===== src/design/ch1_arm_params.svh =====
// Register offsets, field positions and reset values of the channel 1 arm block
`ifndef CH1_ARM_PARAMS_SVH
`define CH1_ARM_PARAMS_SVH

`define ADDR_W              8
`define OFS_MASTER_ENABLE   8'h00
`define OFS_ENABLE_SET      8'h04
`define OFS_ENABLE_CLEAR    8'h08
`define OFS_CHAN0_CONTROL   8'h0c
`define OFS_IRQ_STATUS      8'h10
`define OFS_IRQ_MASK        8'h14
`define BIT_CH1             1
`define FMT_LSB             0
`define FMT_W               2
`define FMT_LINE            2'h3
`define FMT_FRAME           2'h0
`define BIT_ST_ARMED        0
`define BIT_ST_DISARMED     1
`define BIT_ST_IGNORED      2
`define ST_W                3
`define RST_WORD            32'h00000000

`endif


===== src/design/ch1_arm_pkg.sv =====
// Types shared by the channel 1 arm block
package ch1_arm_pkg;
	typedef enum logic [1:0] {
		GATE_FRAME = 2'b00,
		GATE_LINE  = 2'b01,
		GATE_NONE  = 2'b10
	} gate_sel_t;
endpackage


===== src/design/ch1_frame_irq_enable_set.sv =====
// Channel 1 frame interrupt arm flag with its register port and event interrupt
`timescale 1ns/1ps
`include "ch1_arm_params.svh"

module ch1_frame_irq_enable_set
	import ch1_arm_pkg::*;
(
	// Clock and reset
	input  wire logic                ref_clk,
	input  wire logic                rst_n,
	// Register port
	input  wire logic [`ADDR_W-1:0]  regAddr,
	input  wire logic [31:0]         regWdata,
	input  wire logic                regWrite,
	input  wire logic                regRead,
	output logic      [31:0]         regRdata,
	// Mode, arm flag and gated enables
	input  wire logic                rawMode,
	output logic                     ch1FrameIrqArm,
	output logic                     ch1LineIrqEnable,
	output logic                     ch1FrameIrqEnable,
	// Interrupt
	output logic                     irq
);
	logic        masterEnable_reg;
	logic        armed_reg;
	logic [31:0] chan0Control_reg;
	logic [`ST_W-1:0] status_reg;
	logic [`ST_W-1:0] mask_reg;
	logic [31:0] rdata_reg;
	logic        lineEn_reg;
	logic        frameEn_reg;
	logic        irq_reg;
	logic        armed_next;
	logic [`ST_W-1:0] status_next;
	logic [31:0] rdata_next;

	wire selMaster  = (regAddr == `OFS_MASTER_ENABLE);
	wire selSet     = (regAddr == `OFS_ENABLE_SET);
	wire selClear   = (regAddr == `OFS_ENABLE_CLEAR);
	wire selCtrl    = (regAddr == `OFS_CHAN0_CONTROL);
	wire selStatus  = (regAddr == `OFS_IRQ_STATUS);
	wire selMask    = (regAddr == `OFS_IRQ_MASK);

	wire armWrite    = regWrite && selSet && regWdata[`BIT_CH1];
	wire disarmWrite = regWrite && selClear && regWdata[`BIT_CH1];
	wire armTake     = armWrite && masterEnable_reg;
	wire armIgnore   = armWrite && !masterEnable_reg;
	wire disarmTake  = disarmWrite && armed_reg;

	wire [`FMT_W-1:0] fmt = chan0Control_reg[`FMT_LSB +: `FMT_W];
	// In raw mode, other format codes leave both gated enables off rather than guess a meaning
	wire gate_sel_t gateSel = (!rawMode) ? GATE_FRAME :
		(fmt == `FMT_LINE) ? GATE_LINE :
		(fmt == `FMT_FRAME) ? GATE_FRAME : GATE_NONE;

	// Disarm beats a same-cycle arm; arm holds otherwise
	assign armed_next = disarmTake ? 1'b0 :
		armTake ? 1'b1 : armed_reg;

	wire [`ST_W-1:0] stEvents = {armIgnore, disarmTake, armTake};
	wire [`ST_W-1:0] stClear  = (regWrite && selStatus) ? regWdata[`ST_W-1:0] : '0;
	// Set wins over clear so an event in the clearing cycle is kept
	assign status_next = (status_reg & ~stClear) | stEvents;

	assign rdata_next =
		!regRead ? `RST_WORD :
		selMaster ? {30'h0, masterEnable_reg, 1'b0} :
		selSet    ? {30'h0, armed_reg, 1'b0} :
		selCtrl   ? chan0Control_reg :
		selStatus ? {29'h0, status_reg} :
		selMask   ? {29'h0, mask_reg} : `RST_WORD;

	always_ff @(posedge ref_clk) begin
		if (!rst_n) begin
			masterEnable_reg <= 1'b0;
			armed_reg        <= 1'b0;
			chan0Control_reg <= `RST_WORD;
			status_reg       <= '0;
			mask_reg         <= '0;
			rdata_reg        <= `RST_WORD;
			lineEn_reg       <= 1'b0;
			frameEn_reg      <= 1'b0;
			irq_reg          <= 1'b0;
		end else begin
			if (regWrite && selMaster) begin
				masterEnable_reg <= regWdata[`BIT_CH1];
			end
			if (regWrite && selCtrl) begin
				chan0Control_reg <= regWdata;
			end
			if (regWrite && selMask) begin
				mask_reg <= regWdata[`ST_W-1:0];
			end
			armed_reg   <= armed_next;
			status_reg  <= status_next;
			rdata_reg   <= rdata_next;
			lineEn_reg  <= armed_next && (gateSel == GATE_LINE);
			frameEn_reg <= armed_next && (gateSel == GATE_FRAME);
			irq_reg     <= |(status_next & mask_reg);
		end
	end

	assign regRdata          = rdata_reg;
	assign ch1FrameIrqArm    = armed_reg;
	assign ch1LineIrqEnable  = lineEn_reg;
	assign ch1FrameIrqEnable = frameEn_reg;
	assign irq               = irq_reg;
endmodule


===== config.mk =====
export PLATFORM = sky130hd
export DESIGN_NAME = ch1_frame_irq_enable_set
export DESIGN_NICKNAME = d
export VERILOG_FILES = /design/src/design/ch1_arm_pkg.sv /design/src/design/ch1_frame_irq_enable_set.sv
export VERILOG_INCLUDE_DIRS = /design/src /design/src/design
export SDC_FILE = /design/constraint.sdc
export NUM_CORES = 1
export LEC_CHECK = 0
export BUFFER_PORTS_ARGS = -buffer_cell sky130_fd_sc_hd__buf_2
export CAP_MARGIN = 20
export CORE_MARGIN = 8
export CORE_UTILIZATION = 24
export CTS_BUF_LIST = sky130_fd_sc_hd__clkbuf_4 sky130_fd_sc_hd__clkbuf_8
export CTS_CLUSTER_DIAMETER = 60
export CTS_CLUSTER_SIZE = 10
export DETAILED_ROUTE_END_ITERATION = 8
export GPL_TIMING_DRIVEN = 0
export PLACE_DENSITY = 0.39
export SYNTH_ARGS = -nofsm -noshare
export SYNTH_HDL_FRONTEND = slang
export SYNTH_SLANG_ARGS = --single-unit

===== constraint.sdc =====
create_clock -name ref_clk -period 3.45 [get_ports ref_clk]
set_input_delay 0.69 -clock ref_clk [delete_from_list [all_inputs] [get_ports ref_clk]]
set_output_delay 0.69 -clock ref_clk [all_outputs]
set_load 0.03 [all_outputs]

==> flow_metrics.tcl <==
set metrics [dict create \
    synth-edff-count 0 \
    min_delay_path_depth 1 \
    crit_arrival_ns 2.08 \
    ioPinCount 81 \
    holdWs_ns 0.450 \
    stdcell_count 487 \
    path_class "in2reg" \
    syn2layout_area_growth_pct 29.1 \
    cts.htree.levels 3 \
    grt.total_usage_pct 9.39 \
    cap_violations 0 \
    grt_pass1_wl_um 10800 \
    fillCellCount 1175 \
    overflow 0 \
    max_freq_mhz 535 \
    reg2reg_slack_ns 2.08 \
    final_max_slew_viol_count 0 \
    power.density_mw_per_mm2 481 \
    clock-skew-final_ns 0.00564 \
    fin_crit_ns 1.87 \
    min_from "chan0Control_reg[29]" \
    ant_nets 0 \
    fin_crit_sh_pct 54.1 \
    cts-root-buf "clkbuf_8" \
    drc_errors 0 \
    crit_chain "buf_2, nor3_4, nand4_1, buf_2, mux2i_1, nor2_1" \
    power.leakage_uw 0.00178 \
    crit_top_cell "buf_2" \
    ctsHoldBuffers 0 \
    final_cell_area_mm2 0.00349 \
    cts_buffer_depth 2 \
    r2r_start "ch1FrameIrqArm" \
    relSlewSlack_pct 65.9 \
    grt-busiest-layer "met2" \
    ir_drop_mv 0.189 \
    grt_pass1_vias 2069 \
    num_rows 38 \
    finalWirelength_um 6760 \
    cp.required_ns 3.66 \
    met2_usage_pct 13.8 \
    hpwl_um 4960 \
    outcome "completed" \
    wl_per_cell_um 13.9 \
    start_kind "input pin" \
    crit_path_end_kind "flop" \
    io_buffers 78 \
    antenna_found_initial 0 \
    drt-initial-drc-count 62 \
    fin_tns_setup_ns 0 \
    worstMarginPinSlew_ns 0.511 \
    worstPathMaxFanout 10 \
    hold_path.class "reg2reg" \
    grtUsageMet1_pct 12.0 \
    die-area_mm2 0.0149 \
    start_util_pct 24.7 \
    ys_seq_elements 75 \
    max_stage_delay_ns 0.36 \
    viasPerCell 4.17 \
    clk_latency_ns 0.33 \
    dpl.cell_count 472 \
    yosys_warnings 0 \
    synth_ff_type "dfxtp_1" \
    placed_area_mm2 0.00327 \
    grt_max_degree 12 \
    vias 2032 \
    clkTransAtPathRegs_ns 0.07 \
    dr.pass1.iters 4 \
    cpMaxStageDelayCell "buf_2" \
    die_h_um 122 \
    core-area_mm2 0.0109 \
    synth.net_count 301 \
    die_width_um 122 \
    rsz0062_at_grt "false" \
    reg2reg_depth 4 \
    synth_area_leaders "dfxtp_1, mux2i_1, and2_1" \
    async_flop_share_pct 0 \
    post_synth.cell_area_avg_um2 10.6 \
    synth_cells 254 \
    cts_tree "built" \
    hold_viol 0 \
    gp_congestion 0.812 \
    synth_seq_area_share_pct 55.6 \
    cts.sinks 75 \
    setup_viol 0 \
    drive_above_1_share_pct 31.7 \
    grt_util_met3_pct 3.33 \
    cts-buffers-inserted 9 \
    crit_start "regAddr[7]" \
    diodes 0 \
    yosys.cell_types.count 44 \
    reg2reg_to "irq" \
    cts_resized 0 \
    synth_top_area_share_pct 55.6 \
    nets 390 \
    cts_setup_buffers 0 \
    min_to "regRdata[29]" \
    netlist_area_mm2 0.00270 \
    yosys.area.top_type "dfxtp_1" \
]
-- worst max path at each step --
stage	to	slack (ns)	cells after the start
2_1_floorplan	ch1LineIrqEnable	1.65	4
3_5_place_dp	chan0Control_reg[5]	1.18	6
4_1_cts	chan0Control_reg[5]	1.56	6
6_report	chan0Control_reg[5]	1.58	6
5_1_grt	chan0Control_reg[8]	1.40	6
3_3_place_gp	chan0Control_reg[7]	1.20	6
-- final cells by class --
class	count	area (um^2)	area share (%)
Sequential cell	75	1500	43.0
Multi-Input combinational cell	157	1100	31.6
Timing Repair Buffer	78	390	11.2
Tap cell	140	175	5.02
Clock buffer	13	160	4.59
Buffer	14	67.6	1.94
Clock inverter	2	60.1	1.72
Inverter	8	30.0	0.861
-- cells in the mapped netlist (2+ instances only) --
cell	instances
a22oi_1	3
nand2_1	5
and4b_1	2
mux2i_1	36
buf_4	2
nor4_1	2
nor2b_1	2
a31oi_1	2
nand4_1	3
inv_1	8
ha_1	2
buf_2	5
o21ai_0	2
and3_1	5
nor2_1	36
dfxtp_1	75
a211oi_1	2
nor3_1	3
clkbuf_1	5
and2_1	29
nand3_1	2
-- routing by layer --
layer / wire, um / up-vias
met4: 92 / 0
li1: - / 1042
met2: 2920 / 67
met5: 0 / -
met3: 511 / 7
met1: 3240 / 916
-- kinds of logic after synthesis --
family	Yosys count	synth area share, %
adder cells (fa/ha/maj)	2	0.926
buffers and inverters	22	3.61
AND/OR/NAND/NOR	98	20.1
flip-flops	75	55.6
AO/OA/AOI/OAI	20	6.02
multiplexers	37	13.8
-- layout by cell type, fill, tap and decap left out, types with 3 or more instances in the layout --
cell,Yosys,layout
and2_1,29,29
nor3_1,3,3
nand2_1,5,5
clkbuf_1,5,5
clkbuf_4,0,3
and3_1,5,5
nor2_1,36,36
inv_1,8,8
a22oi_1,3,3
nand4_1,3,3
dfxtp_1,75,75
buf_2,5,83
clkbuf_8,0,10
mux2i_1,36,36
-- metrics by stage --
stage	utilization, %	power, uW	setup WS, ns
2_1_floorplan	-	909	1.65
3_3_place_gp	29.9	951	1.20
3_5_place_dp	29.9	950	1.18
4_1_cts	31.9	1720	1.56
5_1_grt	31.9	1760	1.40
6_report	31.9	1680	1.58
-- critical path: cells and delay by family --
kind / cells / cell delay (ns)
buffers and inverters: 2 / 0.49
muxes: 1 / 0.19
and+or+nand+nor: 3 / 0.71
-- where the power goes --
group | internal [uW] | switching (uW)
registers | 866 | 0.256
clock network | 448 | 300
logic | 26.4 | 36.5
Note: power is estimated with default switching activity, not from simulation.
